## src/common/ccs_pkg.sv

```systemverilog
// Package for the control-register space and data-register operations
package ccs_pkg;

    // Control-register codes
    localparam logic [11:0] CCS_CODE_CACHE_CTRL  = 12'h002;
    localparam logic [11:0] CCS_CODE_ACCESS_A0   = 12'h004;
    localparam logic [11:0] CCS_CODE_ACCESS_A1   = 12'h005;
    localparam logic [11:0] CCS_CODE_DATA_BASE   = 12'h080;
    localparam logic [11:0] CCS_CODE_ADDR_BASE   = 12'h088;
    localparam logic [11:0] CCS_CODE_ALT_SP      = 12'h800;
    localparam logic [11:0] CCS_CODE_VECTOR_BASE = 12'h801;
    localparam logic [11:0] CCS_CODE_MAC_STATUS  = 12'h804;
    localparam logic [11:0] CCS_CODE_MAC_MASK    = 12'h805;
    localparam logic [11:0] CCS_CODE_MAC_SUM0    = 12'h806;
    localparam logic [11:0] CCS_CODE_MAC_EXT01   = 12'h807;
    localparam logic [11:0] CCS_CODE_MAC_EXT23   = 12'h808;
    localparam logic [11:0] CCS_CODE_MAC_SUM1    = 12'h809;
    localparam logic [11:0] CCS_CODE_MAC_SUM2    = 12'h80A;
    localparam logic [11:0] CCS_CODE_MAC_SUM3    = 12'h80B;
    localparam logic [11:0] CCS_CODE_STATUS      = 12'h80E;
    localparam logic [11:0] CCS_CODE_PC          = 12'h80F;
    localparam logic [11:0] CCS_CODE_FLASH_BASE  = 12'hC04;
    localparam logic [11:0] CCS_CODE_SRAM_BASE   = 12'hC05;

    // Field positions and masks
    localparam int          CCS_LS_BIT        = 8;   // load/store digit
    localparam int          CCS_SUPV_BIT      = 13;  // status supervisor bit
    localparam logic [31:0] CCS_VBR_MASK      = 32'hFFF0_0000;
    localparam logic [15:0] CCS_STATUS_MASK   = 16'hB71F;
    localparam logic [31:0] CCS_RESET_WORD    = 32'h0000_0000;
    localparam logic [15:0] CCS_RESET_STATUS  = 16'h2700;
    localparam logic [31:0] CCS_STACK_STEP    = 32'h0000_0004;
    localparam logic [5:0]  CCS_FF1_NONE      = 6'h20;

    // Data-register operations
    typedef enum logic [2:0] {
        CCS_OP_NONE  = 3'b000,
        CCS_OP_BIT_REVERSE = 3'b001,
        CCS_OP_BYTESW = 3'b010,
        CCS_OP_FF1    = 3'b011,
        CCS_OP_PUSHLD = 3'b100
    } ccs_op_t;

    // Control-space access request
    typedef struct packed {
        logic        valid;
        logic        write;    // move_control write
        logic        debug;    // debug path: all registers writable
        logic [11:0] code;
        logic [31:0] wdata;
    } ccs_req_t;

    // Operation request
    typedef struct packed {
        logic        valid;
        ccs_op_t     op;
        logic [2:0]  dreg;
        logic [15:0] imm;
    } ccs_opreq_t;

    // Stack push toward memory
    typedef struct packed {
        logic        valid;
        logic [31:0] addr;
        logic [15:0] data;
    } ccs_push_t;

    // Push-then-load sequencer states
    typedef enum logic [1:0] {
        CCS_ST_IDLE = 2'b00,
        CCS_ST_PUSH = 2'b01,
        CCS_ST_LOAD = 2'b10
    } ccs_state_t;

endpackage

```

## src/verilog/ccs_bitops.sv

```systemverilog
// Combinational bit-reverse, byte-swap and find-first-one unit
module ccs_bitops (
    // Operand
    input  wire logic [31:0]    operand,
    input  wire ccs_pkg::ccs_op_t op,
    // Result
    output logic [31:0]         result
);
    import ccs_pkg::*;

    logic [31:0] rev_w;
    logic [5:0]  ff1_w;

    // Mirror and leading-one count
    always_comb begin
        ff1_w = CCS_FF1_NONE;
        for (int i = 0; i < 32; i++) begin
            rev_w[i] = operand[31 - i];
        end
        for (int i = 0; i < 32; i++) begin
            // Last hit from bit 0 upward leaves the highest set bit
            if (operand[i]) begin
                ff1_w = 6'(31 - i);
            end
        end
    end

    // Select the result by operation
    always_comb begin
        case (op)
            CCS_OP_BIT_REVERSE: result = rev_w;
            CCS_OP_BYTESW: result = {operand[7:0], operand[15:8],
                                     operand[23:16], operand[31:24]};
            CCS_OP_FF1:    result = {26'h0, ff1_w};
            default:       result = operand;
        endcase
    end
endmodule

```

## src/verilog/ccs_ctrl_space.sv

```systemverilog
// Control-register space with data-register operations
module ccs_ctrl_space (
    // Clock and reset
    input  wire logic               sys_clk,
    input  wire logic               reset,
    // Control-space access
    input  wire ccs_pkg::ccs_req_t  req,
    output logic [31:0]             rdata,
    output logic                    ack,
    output logic                    refused,
    // Data-register operations
    input  wire ccs_pkg::ccs_opreq_t opreq,
    output logic                    op_busy,
    output logic                    op_done,
    output ccs_pkg::ccs_push_t      push,
    // Register views for the core
    output logic [15:0]             status_word,
    output logic [31:0]             vector_base,
    output logic [31:0]             cache_control
);
    import ccs_pkg::*;

    // Register storage
    logic [31:0] data_regs_bank_q [8];
    logic [31:0] address_regs_bank_q [7];
    logic [31:0] sp_active_q;
    logic [31:0] alt_stack_ptr_q;
    logic [31:0] cache_control_q;
    logic [31:0] access_attr_q [2];
    logic [31:0] vector_base_q;
    logic [31:0] mac_status_q;
    logic [31:0] mac_addr_mask_q;
    logic [31:0] mac_sums_q [4];
    logic [31:0] mac_sum_ext_01_q;
    logic [31:0] mac_sum_ext_23_q;
    logic [15:0] status_word_q;
    logic [31:0] program_counter_q;
    logic [31:0] flash_base_q;
    logic [31:0] sram_base_q;
    logic [31:0] rdata_q;
    logic        ack_q;
    logic        refused_q;

    // Op sequencer
    ccs_state_t  state_q;
    ccs_state_t  state_d;
    logic [15:0] imm_q;
    ccs_push_t   push_q;
    logic        op_done_q;
    logic [31:0] op_result_w;
    logic        op_hit_w;

    // Decode
    logic [11:0] code_w;
    logic        is_gpr_w;
    logic        is_store_w;
    logic [3:0]  gpr_idx_w;
    logic        known_w;
    logic        writable_w;
    logic        wr_en_w;
    logic [31:0] rd_w;

    assign code_w     = req.code;
    // General registers: hundreds digit 0 or 1, then 8x
    assign is_gpr_w   = (code_w[11:9] == 3'h0) && (code_w[7:4] == 4'h8);
    assign is_store_w = code_w[CCS_LS_BIT];
    assign gpr_idx_w  = code_w[3:0];

    // Read mux and write permission, address-style decode chain
    always_comb begin
        rd_w       = CCS_RESET_WORD;
        known_w    = 1'b1;
        writable_w = 1'b0;
        if (is_gpr_w) begin
            if (!gpr_idx_w[3]) begin
                rd_w = data_regs_bank_q[gpr_idx_w[2:0]];
            end else if (gpr_idx_w[2:0] == 3'h7) begin
                rd_w = sp_active_q;
            end else begin
                rd_w = address_regs_bank_q[gpr_idx_w[2:0]];
            end
        end else if (code_w == CCS_CODE_CACHE_CTRL) begin
            rd_w = cache_control_q;
            writable_w = 1'b1;
        end else if (code_w == CCS_CODE_ACCESS_A0) begin
            rd_w = access_attr_q[0];
            writable_w = 1'b1;
        end else if (code_w == CCS_CODE_ACCESS_A1) begin
            rd_w = access_attr_q[1];
            writable_w = 1'b1;
        end else if (code_w == CCS_CODE_ALT_SP) begin
            rd_w = alt_stack_ptr_q;
        end else if (code_w == CCS_CODE_VECTOR_BASE) begin
            rd_w = vector_base_q & CCS_VBR_MASK;
            writable_w = 1'b1;
        end else if (code_w == CCS_CODE_MAC_STATUS) begin
            rd_w = mac_status_q;
        end else if (code_w == CCS_CODE_MAC_MASK) begin
            rd_w = mac_addr_mask_q;
        end else if (code_w == CCS_CODE_MAC_SUM0) begin
            rd_w = mac_sums_q[0];
        end else if (code_w == CCS_CODE_MAC_EXT01) begin
            rd_w = mac_sum_ext_01_q;
        end else if (code_w == CCS_CODE_MAC_EXT23) begin
            rd_w = mac_sum_ext_23_q;
        end else if (code_w == CCS_CODE_MAC_SUM1) begin
            rd_w = mac_sums_q[1];
        end else if (code_w == CCS_CODE_MAC_SUM2) begin
            rd_w = mac_sums_q[2];
        end else if (code_w == CCS_CODE_MAC_SUM3) begin
            rd_w = mac_sums_q[3];
        end else if (code_w == CCS_CODE_STATUS) begin
            rd_w = {16'h0, status_word_q};
        end else if (code_w == CCS_CODE_PC) begin
            rd_w = program_counter_q;
            writable_w = 1'b1;
        end else if (code_w == CCS_CODE_FLASH_BASE) begin
            rd_w = flash_base_q;
            writable_w = 1'b1;
        end else if (code_w == CCS_CODE_SRAM_BASE) begin
            rd_w = sram_base_q;
            writable_w = 1'b1;
        end else begin
            // Unknown code: reads zero, any write is refused
            known_w = 1'b0;
        end
    end

    // Debug path may write any register; move_control only the allowed set.
    // A store-digit code only reads a general register out, never loads it.
    assign wr_en_w = req.valid && req.write && known_w &&
                     !(is_gpr_w && is_store_w) &&
                     (req.debug || (writable_w && !is_gpr_w));

    // Read data and answer, one cycle after the request
    always_ff @(posedge sys_clk or posedge reset) begin
        if (reset) begin
            rdata_q   <= CCS_RESET_WORD;
            ack_q     <= 1'b0;
            refused_q <= 1'b0;
        end else begin
            ack_q     <= req.valid;
            refused_q <= req.valid && req.write && !wr_en_w;
            if (req.valid && !req.write) begin
                rdata_q <= rd_w;
            end
        end
    end

    // Memory management, local memory and misc registers
    always_ff @(posedge sys_clk or posedge reset) begin
        if (reset) begin
            cache_control_q   <= CCS_RESET_WORD;
            access_attr_q[0]  <= CCS_RESET_WORD;
            access_attr_q[1]  <= CCS_RESET_WORD;
            vector_base_q     <= CCS_RESET_WORD;
            program_counter_q <= CCS_RESET_WORD;
            flash_base_q      <= CCS_RESET_WORD;
            sram_base_q       <= CCS_RESET_WORD;
            mac_status_q      <= CCS_RESET_WORD;
            mac_addr_mask_q   <= CCS_RESET_WORD;
            mac_sum_ext_01_q  <= CCS_RESET_WORD;
            mac_sum_ext_23_q  <= CCS_RESET_WORD;
            for (int i = 0; i < 4; i++) begin
                mac_sums_q[i] <= CCS_RESET_WORD;
            end
        end else if (wr_en_w) begin
            if (code_w == CCS_CODE_CACHE_CTRL) begin
                cache_control_q <= req.wdata;
            end else if (code_w == CCS_CODE_ACCESS_A0) begin
                access_attr_q[0] <= req.wdata;
            end else if (code_w == CCS_CODE_ACCESS_A1) begin
                access_attr_q[1] <= req.wdata;
            end else if (code_w == CCS_CODE_VECTOR_BASE) begin
                vector_base_q <= req.wdata & CCS_VBR_MASK;
            end else if (code_w == CCS_CODE_PC) begin
                program_counter_q <= req.wdata;
            end else if (code_w == CCS_CODE_FLASH_BASE) begin
                flash_base_q <= req.wdata;
            end else if (code_w == CCS_CODE_SRAM_BASE) begin
                sram_base_q <= req.wdata;
            end else if (code_w == CCS_CODE_MAC_STATUS) begin
                mac_status_q <= req.wdata;
            end else if (code_w == CCS_CODE_MAC_MASK) begin
                mac_addr_mask_q <= req.wdata;
            end else if (code_w == CCS_CODE_MAC_SUM0) begin
                mac_sums_q[0] <= req.wdata;
            end else if (code_w == CCS_CODE_MAC_EXT01) begin
                mac_sum_ext_01_q <= req.wdata;
            end else if (code_w == CCS_CODE_MAC_EXT23) begin
                mac_sum_ext_23_q <= req.wdata;
            end else if (code_w == CCS_CODE_MAC_SUM1) begin
                mac_sums_q[1] <= req.wdata;
            end else if (code_w == CCS_CODE_MAC_SUM2) begin
                mac_sums_q[2] <= req.wdata;
            end else if (code_w == CCS_CODE_MAC_SUM3) begin
                mac_sums_q[3] <= req.wdata;
            end
        end
    end

    // Shared operation unit works on the selected data register
    ccs_bitops u_bitops (
        .operand (data_regs_bank_q[opreq.dreg]),
        .op      (opreq.op),
        .result  (op_result_w)
    );

    // A bit operation is taken only while the sequencer is idle
    assign op_hit_w = opreq.valid && (state_q == CCS_ST_IDLE) &&
                      (opreq.op == CCS_OP_BIT_REVERSE ||
                       opreq.op == CCS_OP_BYTESW ||
                       opreq.op == CCS_OP_FF1);

    // Data registers: debug writes, then results of the bit operations.
    // Both apply, so a write to another register is never lost; the later
    // assignment lets the operation win on the same register.
    always_ff @(posedge sys_clk or posedge reset) begin
        if (reset) begin
            for (int i = 0; i < 8; i++) begin
                data_regs_bank_q[i] <= CCS_RESET_WORD;
            end
        end else begin
            if (wr_en_w && is_gpr_w && !gpr_idx_w[3]) begin
                data_regs_bank_q[gpr_idx_w[2:0]] <= req.wdata;
            end
            if (op_hit_w) begin
                data_regs_bank_q[opreq.dreg] <= op_result_w;
            end
        end
    end

    // Address registers 0-6 via the debug path
    always_ff @(posedge sys_clk or posedge reset) begin
        if (reset) begin
            for (int i = 0; i < 7; i++) begin
                address_regs_bank_q[i] <= CCS_RESET_WORD;
            end
        end else if (wr_en_w && is_gpr_w && gpr_idx_w[3] &&
                     gpr_idx_w[2:0] != 3'h7) begin
            address_regs_bank_q[gpr_idx_w[2:0]] <= req.wdata;
        end
    end

    // Two physical stack pointers; swap when the supervisor bit changes.
    // The sequencer owns them during push-and-load, so a debug write to a
    // stack pointer in those two cycles may be dropped.
    always_ff @(posedge sys_clk or posedge reset) begin
        if (reset) begin
            sp_active_q     <= CCS_RESET_WORD;
            alt_stack_ptr_q <= CCS_RESET_WORD;
        end else if (state_q == CCS_ST_PUSH) begin
            sp_active_q <= sp_active_q - CCS_STACK_STEP;
        end else if (state_q == CCS_ST_LOAD &&
                     imm_q[CCS_SUPV_BIT] != status_word_q[CCS_SUPV_BIT]) begin
            sp_active_q     <= alt_stack_ptr_q;
            alt_stack_ptr_q <= sp_active_q;
        end else if (wr_en_w && code_w == CCS_CODE_STATUS &&
                     req.wdata[CCS_SUPV_BIT] !=
                     status_word_q[CCS_SUPV_BIT]) begin
            sp_active_q     <= alt_stack_ptr_q;
            alt_stack_ptr_q <= sp_active_q;
        end else if (wr_en_w && is_gpr_w && gpr_idx_w == 4'hF) begin
            sp_active_q <= req.wdata;
        end else if (wr_en_w && code_w == CCS_CODE_ALT_SP) begin
            alt_stack_ptr_q <= req.wdata;
        end
    end

    // Status word: debug write, or the load step of push-and-load
    always_ff @(posedge sys_clk or posedge reset) begin
        if (reset) begin
            status_word_q <= CCS_RESET_STATUS;
        end else if (state_q == CCS_ST_LOAD) begin
            status_word_q <= imm_q & CCS_STATUS_MASK;
        end else if (wr_en_w && code_w == CCS_CODE_STATUS) begin
            status_word_q <= req.wdata[15:0] & CCS_STATUS_MASK;
        end
    end

    // Push-and-load sequencer: push strictly before load
    always_comb begin
        state_d = state_q;
        case (state_q)
            CCS_ST_IDLE: begin
                if (opreq.valid && opreq.op == CCS_OP_PUSHLD) begin
                    state_d = CCS_ST_PUSH;
                end
            end
            CCS_ST_PUSH: state_d = CCS_ST_LOAD;
            CCS_ST_LOAD: state_d = CCS_ST_IDLE;
            default:     state_d = CCS_ST_IDLE;
        endcase
    end

    always_ff @(posedge sys_clk or posedge reset) begin
        if (reset) begin
            state_q   <= CCS_ST_IDLE;
            imm_q     <= 16'h0000;
            push_q    <= '0;
            op_done_q <= 1'b0;
        end else begin
            state_q   <= state_d;
            op_done_q <= (state_q == CCS_ST_LOAD) ||
                         (state_q == CCS_ST_IDLE && opreq.valid &&
                          opreq.op != CCS_OP_PUSHLD &&
                          opreq.op != CCS_OP_NONE);
            if (state_q == CCS_ST_IDLE && opreq.valid) begin
                imm_q <= opreq.imm;
            end
            // Word pushed holds the status before the load
            push_q.valid <= (state_q == CCS_ST_PUSH);
            if (state_q == CCS_ST_PUSH) begin
                push_q.addr <= sp_active_q - CCS_STACK_STEP;
                push_q.data <= status_word_q;
            end
        end
    end

    // Outputs
    assign rdata         = rdata_q;
    assign ack           = ack_q;
    assign refused       = refused_q;
    assign op_busy       = (state_q != CCS_ST_IDLE);
    assign op_done       = op_done_q;
    assign push          = push_q;
    assign status_word   = status_word_q;
    assign vector_base   = vector_base_q;
    assign cache_control = cache_control_q;
endmodule

```

## config.mk

```make
export PLATFORM = sky130hd
export DESIGN_NAME = ccs_ctrl_space
export DESIGN_NICKNAME = d
export VERILOG_FILES = /design/src/common/ccs_pkg.sv /design/src/verilog/ccs_bitops.sv /design/src/verilog/ccs_ctrl_space.sv
export SDC_FILE = /design/constraint.sdc
export NUM_CORES = 2
export LEC_CHECK = 0
export BUFFER_PORTS_ARGS = -buffer_cell sky130_fd_sc_hd__buf_2
export CAP_MARGIN = 20
export CORE_MARGIN = 2
export CORE_UTILIZATION = 65
export DETAILED_ROUTE_END_ITERATION = 10
export PLACE_DENSITY_LB_ADDON = 0.15
export SLEW_MARGIN = 0
export SYNTH_ARGS = -nofsm -noshare
export SYNTH_HDL_FRONTEND = slang
export SYNTH_SLANG_ARGS = --single-unit
```

## constraint.sdc

```tcl
create_clock -name sys_clk -period 102.7 [get_ports sys_clk]
set_clock_uncertainty 0.1 [all_clocks]
set_input_delay 15.405 -clock sys_clk [delete_from_list [all_inputs] [get_ports sys_clk]]
set_output_delay 15.405 -clock sys_clk [all_outputs]
set_load 0.02 [all_outputs]
```

# Yosys cells after proc, flatten, opt, wreduce, memory -nomap -nowiden
# Cells that the tools add are included.
# word_totals
reg_bits	1122
in_bits	72
wordCells	269
out_inout_bits	165
# op_classes
n_lt_le_gt_ge	4
bitwise_logic	17
n_eq_ne	32
n_reduce_logical	57
n_addsub	1
muxes	116
# op_table
operator	n
two-way mux 32 bit	36
bitwise mux 256 bit	2
two-way mux 256 bit	2
binary-select mux 32 bit (select 3 bit)	3
bitwise mux 224 bit	1
demux 32 bit (select 3 bit)	2
two-way mux 6 bit	32
== test 12 bit (second input constant)	14
case mux 32 bit (3 select lines)	1
two-way mux 1 bit	33
two-way mux 16 bit	2
subtractor 32 x 3 -> 32 bit (second input constant)	1
logical AND 1 bit	25
== test 12 x 3 -> 1 bit (second input constant)	2
AND reduction 16 bit	1
inverter 1 bit	15
AND reduction 15 bit	1
AND reduction 14 bit	1
AND reduction 13 bit	1
== test 12 x 2 -> 1 bit (second input constant)	1
AND reduction 12 bit	1
AND reduction 11 bit	1
AND reduction 10 bit	1
!= test 3 bit (second input constant)	3
28 further kinds	45

# Depth between registers and ports, before layout
# logic_depth
ltp_word	39
mapped_depth	13
mapped_depth_nobuf	10

# Cells and area by module
# A second synthesis with hierarchy kept.
# hier_totals
hier_cells	4829
area_unflattened_um2	56658.1
# by_module_without_submodules
mod	area_per_inst_um2	cells_per_inst	seq_area_each_um2	n_inst
ccs_ctrl_space	55614.6	4644	27706.6	1
ccs_bitops	1043.5	185	0.0	1

# Worst setup path after synthesis
# No wires, ideal clock.
# synth_path
path_kind	input to register
startpoint	in req[32] (netlist bit)
endpoint	reg rdata_q[12] (netlist: rdata[12])
cell_stages	9
arrival_time_ns	17.854
setup_time_ns	0.128
t_required_ns	102.472
path_slack_ns	84.618
path_cell_list	buf_2 > buf_2 > buf_1 > mux4_2 > mux4_2 > a222oi_1 > o21ai_0 > mux2i_1 > o21ai_0
# synth_via
elab_chain_cells	19
# synth_rtl
element	line_no	rtl
start, declared	ccs_ctrl_space.sv:7	input wire ccs_pkg::ccs_req_t req,
== test 12 bit	ccs_ctrl_space.sv:120	end else if (code_w == CCS_CODE_SRAM_BASE) begin
two-way mux 32 bit	ccs_ctrl_space.sv:120	
two-way mux 32 bit	ccs_ctrl_space.sv:117	end else if (code_w == CCS_CODE_FLASH_BASE) begin
two-way mux 32 bit	ccs_ctrl_space.sv:114	end else if (code_w == CCS_CODE_PC) begin
two-way mux 32 bit	ccs_ctrl_space.sv:112	end else if (code_w == CCS_CODE_STATUS) begin
two-way mux 32 bit	ccs_ctrl_space.sv:110	end else if (code_w == CCS_CODE_MAC_SUM3) begin
two-way mux 32 bit	ccs_ctrl_space.sv:108	end else if (code_w == CCS_CODE_MAC_SUM2) begin
two-way mux 32 bit	ccs_ctrl_space.sv:106	end else if (code_w == CCS_CODE_MAC_SUM1) begin
(+3 left out)	n/a	
two-way mux 32 bit	ccs_ctrl_space.sv:98	end else if (code_w == CCS_CODE_MAC_MASK) begin
two-way mux 32 bit	ccs_ctrl_space.sv:96	end else if (code_w == CCS_CODE_MAC_STATUS) begin
two-way mux 32 bit	ccs_ctrl_space.sv:93	end else if (code_w == CCS_CODE_VECTOR_BASE) begin
two-way mux 32 bit	ccs_ctrl_space.sv:91	end else if (code_w == CCS_CODE_ALT_SP) begin
two-way mux 32 bit	ccs_ctrl_space.sv:88	end else if (code_w == CCS_CODE_ACCESS_A1) begin
two-way mux 32 bit	ccs_ctrl_space.sv:85	end else if (code_w == CCS_CODE_ACCESS_A0) begin
two-way mux 32 bit	ccs_ctrl_space.sv:82	end else if (code_w == CCS_CODE_CACHE_CTRL) begin
two-way mux 32 bit (*)	ccs_ctrl_space.sv:74	if (is_gpr_w) begin
end signal, assigned	ccs_ctrl_space.sv:145	rdata_q <= rd_w;
end, declared	ccs_ctrl_space.sv:40	logic [31:0] rdata_q;
# Every way passes the cells marked *; elsewhere a longest branch is shown, timed or not. The select of a mux whose other input is x is not followed.
# A chain may end at the register's enable or synchronous reset.

# Worst setup path after layout
# layout_path
startpoint	in req[34] (netlist bit)
endpoint	reg mac_status_q[6]
# layout_via
elab_chain_cells	23
# layout_rtl
element	line_no	rtl
== test 12 bit	ccs_ctrl_space.sv:120, ccs_ctrl_space.sv:180	
two-way mux 1 bit	ccs_ctrl_space.sv:120	
two-way mux 1 bit	ccs_ctrl_space.sv:117	
two-way mux 1 bit	ccs_ctrl_space.sv:114	
two-way mux 1 bit	ccs_ctrl_space.sv:112	
two-way mux 1 bit	ccs_ctrl_space.sv:110	
two-way mux 1 bit	ccs_ctrl_space.sv:108	
two-way mux 1 bit	ccs_ctrl_space.sv:106	
(+7 left out)	n/a	
two-way mux 1 bit	ccs_ctrl_space.sv:88	
two-way mux 1 bit	ccs_ctrl_space.sv:85	
two-way mux 1 bit	ccs_ctrl_space.sv:82	
two-way mux 1 bit	ccs_ctrl_space.sv:74	
logical AND 1 bit (on tied branches)	ccs_ctrl_space.sv:131, ccs_ctrl_space.sv:133	
logical AND 1 bit or logical OR 1 bit (tied branches)	ccs_ctrl_space.sv:131, ccs_ctrl_space.sv:133	
logical AND 1 bit	ccs_ctrl_space.sv:132	!(is_gpr_w && is_store_w) &&
AND reduction 9 bit (no source line) (*)	n/a	
end signal, assigned	ccs_ctrl_space.sv:183	mac_status_q <= req.wdata;
end, declared	ccs_ctrl_space.sv:31	logic [31:0] mac_status_q;
# Every way passes the cells marked *; elsewhere a longest branch is shown, timed or not.

==> impl_metrics.prom <==
# TYPE chip_impl_metric gauge
chip_impl_metric{name="post_route_cells_drive_above_1_share",unit="%"} 29.3
chip_impl_metric{name="synth_warnings",unit=""} 0
chip_impl_metric{name="path_max_fanout",unit=""} 43
chip_impl_info{name="worstHoldPathType",value="register to register"} 1
chip_impl_metric{name="postCtsResizedCells",unit=""} 0
chip_impl_metric{name="synthesis.area_per_instance",unit="um2"} 11.7
chip_impl_metric{name="routed-via-count",unit=""} 42600
chip_impl_info{name="crit_path_cell_trace",value="buf_2 -> buf_4 -> or3b_1 -> nor4_1 -> nor3_1 -> o211ai_2 -> and2_1 -> nand3_1 -> buf_4 -> mux2_2"} 1
chip_impl_info{name="r2r_path_start",value="state_q[0]"} 1
chip_impl_metric{name="clockPowerShare",unit="%"} 38.6
chip_impl_metric{name="place.gp.congestion",unit=""} 0.990
chip_impl_metric{name="netlist_instances",unit=""} 4832
chip_impl_info{name="synth-main-ff-cell",value="dfrtp_1"} 1
chip_impl_metric{name="critical_path.n_buffers_inverters",unit=""} 3
chip_impl_metric{name="grt-ovfl-total",unit=""} 0
chip_impl_metric{name="cp_num_cells",unit=""} 10
chip_impl_metric{name="dieHeight",unit="um"} 299
chip_impl_metric{name="ios",unit=""} 237
chip_impl_metric{name="grt_pass1_wl",unit="um"} 266000
chip_impl_metric{name="initial_core_util",unit="%"} 65.4
chip_impl_metric{name="postSynthRegisterBits",unit=""} 1107
chip_impl_info{name="critical_path.top_delay_family",value="simple AND/OR/NAND/NOR gates"} 1
chip_impl_metric{name="timing.max_slew.rel_slack",unit="%"} 18.7
chip_impl_metric{name="grt_start_max_net_pins",unit=""} 175
chip_impl_metric{name="required",unit="ns"} 103.19
chip_impl_metric{name="cts_made_buffers",unit=""} 115
chip_impl_metric{name="drc_errors",unit=""} 0
chip_impl_metric{name="fill_cells",unit=""} 5983
chip_impl_metric{name="proportion_of_synthesized_chip_area_in_sequential_cells",unit="%"} 49.1
chip_impl_metric{name="num-nets-final",unit=""} 4870
chip_impl_metric{name="arrival_time_of_the_worst_setup_path",unit="ns"} 20.37
chip_impl_metric{name="first_global_vias",unit=""} 42200
chip_impl_metric{name="worstSkewPairLatency",unit="ns"} 0.71
chip_impl_metric{name="seqPwrFrac",unit="%"} 45.6
chip_impl_metric{name="dr.pass1.iters",unit=""} 8
chip_impl_metric{name="grt_use_total",unit="%"} 39.4
chip_impl_metric{name="number_of_synthesized_flops_with_an_enable_pin",unit=""} 0
chip_impl_info{name="main_combinational_cell_family_by_area_after_synthesis",value="multiplexers"} 1
chip_impl_info{name="worst_path_slowest_cell",value="nand3_1"} 1
chip_impl_metric{name="detail_route.wirelength",unit="um"} 176000
chip_impl_info{name="tritoncts",value="yes"} 1
chip_impl_metric{name="cts_hold_buf",unit=""} 0
chip_impl_metric{name="fmaxAchievable",unit="GHz"} 0.0503
chip_impl_info{name="timing.critical_path.to",value="mac_status_q[6]"} 1
chip_impl_metric{name="floorplan.die.width",unit="um"} 299
chip_impl_metric{name="drt_iter0_markers",unit=""} 5007
chip_impl_metric{name="simple_gate_share_of_the_synthesized_area",unit="%"} 8.51
chip_impl_metric{name="timing.final.setup_violations",unit=""} 0
chip_impl_info{name="worstSetupStartpoint",value="req[34]"} 1
chip_impl_info{name="worst_setup_start_kind",value="primary input"} 1
chip_impl_info{name="layout.cells.most_common",value="dfrtp_1"} 1
chip_impl_metric{name="yosys.area_share.xor_xnor",unit="%"} 0.419
chip_impl_metric{name="place_hpwl",unit="um"} 113000
chip_impl_metric{name="post_drt_via_cell_ratio",unit=""} 7.04
chip_impl_info{name="worst-setup-path-type",value="primary input to register"} 1
chip_impl_metric{name="placeableCoreArea",unit="um2"} 86300
chip_impl_metric{name="synth.mux.area_fraction",unit="%"} 25.1
chip_impl_metric{name="worst-slew-pin-transition",unit="ns"} 1.21
chip_impl_metric{name="cts.repair_timing.setup_buffer_count",unit=""} 0
chip_impl_metric{name="finalWorstPathRequiredPeriod",unit="ns"} 19.88
chip_impl_metric{name="wire_per_inst",unit="um"} 29.0
chip_impl_metric{name="clk_pin_slew_worst_paths",unit="ns"} 0.07
chip_impl_metric{name="max-vdd-ir-drop",unit="mV"} 0.0161
chip_impl_info{name="cp-end-kind",value="register"} 1
chip_impl_metric{name="area.growth.synth_to_final",unit="%"} 9.67
chip_impl_metric{name="fin_tns_setup",unit="ns"} 0
chip_impl_metric{name="clock_sinks",unit=""} 1107
chip_impl_metric{name="die-area",unit="um2"} 89200
chip_impl_metric{name="synthArstFlopShare",unit="%"} 100
chip_impl_metric{name="synth_compound_area_share",unit="%"} 12.7
chip_impl_metric{name="setup.reg_to_reg.worst_slack",unit="ns"} 98.98
chip_impl_metric{name="worst_path_largest_cell_delay",unit="ns"} 0.90
chip_impl_metric{name="placementRows",unit=""} 108
chip_impl_info{name="status",value="completed"} 1
chip_impl_metric{name="h-tree-depth",unit=""} 3
chip_impl_info{name="clock-root-buffer",value="clkbuf_16"} 1
chip_impl_metric{name="p_int",unit="uW"} 805
chip_impl_info{name="worstReg2RegEnd",value="data_regs_bank_q[173]"} 1
chip_impl_metric{name="rr_worst_depth",unit=""} 8
chip_impl_metric{name="cellPowerDensity",unit="nW/um2"} 18.3
chip_impl_metric{name="min_period_over_period",unit="%"} 19.4
chip_impl_metric{name="antenna_violating_nets_post_route",unit=""} 0
chip_impl_info{name="layout.cells.most_common_list",value="dfrtp_1 (1103), mux2_2 (663), nand2_1 (436)"} 1
chip_impl_metric{name="post_synth_fa_ha_maj_area_fraction",unit="%"} 0.0222
chip_impl_metric{name="ctsLongestPathBuffers",unit=""} 3
chip_impl_metric{name="power.share.combinational",unit="%"} 15.8
chip_impl_metric{name="netSwitchingFraction",unit="%"} 28.9
chip_impl_metric{name="power.net_switching",unit="uW"} 328
chip_impl_info{name="grt_setup_unrepaired",value="false"} 1
chip_impl_metric{name="synthesis.area",unit="um2"} 56500
chip_impl_metric{name="timing.final.hold_violations",unit=""} 0
chip_impl_metric{name="yosysUniqueCellTypes",unit=""} 101
chip_impl_metric{name="initial_antenna_violation_count",unit=""} 10
chip_impl_info{name="critical-path-top-cell-by-count",value="buf_4"} 1
chip_impl_metric{name="final_max_slew_viol_count",unit=""} 0
chip_impl_metric{name="leakage",unit="nW"} 28.0
chip_impl_metric{name="max_cap_viol_count",unit=""} 0
chip_impl_metric{name="hold-worst-slack",unit="ns"} 0.373
chip_impl_metric{name="port_buffers",unit=""} 201
## worst min path at each step
stage                                  from                      end  slack (ns)  depth (start not counted)
floorplan           address_regs_bank_q[54]  address_regs_bank_q[54]        0.35                          1
global placement                   push[10]                 push[10]        0.35                          2
detailed placement                 push[10]                 push[10]        0.36                          2
CTS                                push[10]                 push[10]        0.37                          2
global route                        push[9]                  push[9]        0.40                          2
finish                             push[10]                 push[10]        0.37                          2
## stage by stage
stage	worst slack, ns	instance area, um2	cells	util, %	total power, mW
after floorplan	56.03	56600	4861	-	0.634
after global placement	82.20	57800	5828	66.9	0.691
after detailed placement	82.24	57800	5829	66.9	0.696
after CTS	82.90	61800	6040	71.5	1.13
after global routing	82.67	61900	6049	71.7	1.17
final	82.82	61900	6050	71.7	1.13
## routing by layer
metal	wire, um	vias up	track usage, %
li1	-	17800	-
met1	67600	21800	53.8
met2	80800	2399	60.4
met3	16600	610	7.79
met4	10600	8	21.1
met5	51	-	0
## synth_stat cells (all sizes together) (5+ instances only)
master	number	share of area, %
clkbuf	273	1.8
o21a	7	0.093
a221o	14	0.25
nand3	62	0.59
nor3	34	0.30
nor2	208	1.4
a222oi	35	0.62
inv	19	0.13
a31oi	60	0.66
a22o	11	0.17
a22oi	48	0.64
xnor2	13	0.20
nand2b	24	0.27
buf	214	2.2
mux4	188	7.5
and2b	12	0.16
xor2	14	0.22
nor4	34	0.46
nor2b	113	1.3
a221oi	65	1.0
dfrtp	1103	49
a21oi	233	2.1
o311ai	8	0.12
nand3b	5	0.067
o21ai	284	2.5
a211oi	128	1.7
and2	11	0.12
o31ai	8	0.13
a21o	15	0.20
o211ai	6	0.089
nand2	438	2.9
o22ai	70	0.79
mux2	712	14
mux2i	192	3.4
or4	7	0.093
and3	17	0.19
o22a	20	0.31
a211o	11	0.17
or3	13	0.14
or3b	7	0.11
or2	5	0.055
o221ai	30	0.47
## cell families (layout without fill, tap and decap cells)
logic type | count (synthesis) | count (layout)
buf+inv | 506 | 536
xor+xnor | 27 | 27
flops | 1107 | 1107
compound gates | 1085 | 1085
simple gates | 1013 | 1013
mux | 1092 | 1092
fa+ha+maj | 1 | 1
other cells | 1 | 34
## flip-flops by register name (all words and copies together) (netlist names), 32 cells and up
name,count
mac_sums_q,128
mac_addr_mask_q,32
sp_active_q,32
cache_control,32
mac_status_q,32
flash_base_q,32
data_regs_bank_q,256
access_attr_q,64
program_counter_q,32
sram_base_q,32
push,44
alt_stack_ptr_q,32
mac_sum_ext_23_q,32
rdata,32
mac_sum_ext_01_q,32
address_regs_bank_q,224
## worst reg2reg max path, cell delays in order, from the launching register on
cell      delay (ns)
dfrtp_1         0.42
or2_2           0.36
nor2_2          0.33
buf_4           0.32
nand3_1         0.36
nor2_4          0.89
buf_4           0.53
a211oi_1        0.15
a21oi_1         0.18
## area by class of cell
type	instances	area, um2	area share [%]
Clock inverter	42	591	0.954
Clock buffer	169	3360	5.43
Antenna cell	4	10.0	0.0162
Inverter	19	78.8	0.127
Timing Repair Buffer	306	1950	3.15
Tap cell	1155	1450	2.33
Sequential cell	1107	27700	44.8
Multi-Input combinational cell	3248	26800	43.2
## power groups by stage
stage	clock, mW	sequential (mW)	combinational, mW
2_1_floorplan	0	0.516	0.117
4_1_cts	0.440	0.515	0.176
6_report	0.437	0.517	0.179
3_3_place_gp	0	0.521	0.170
3_5_place_dp	0	0.522	0.175
5_1_grt	0.457	0.521	0.193
No activity file was read; power rests on OpenSTA's default activity.
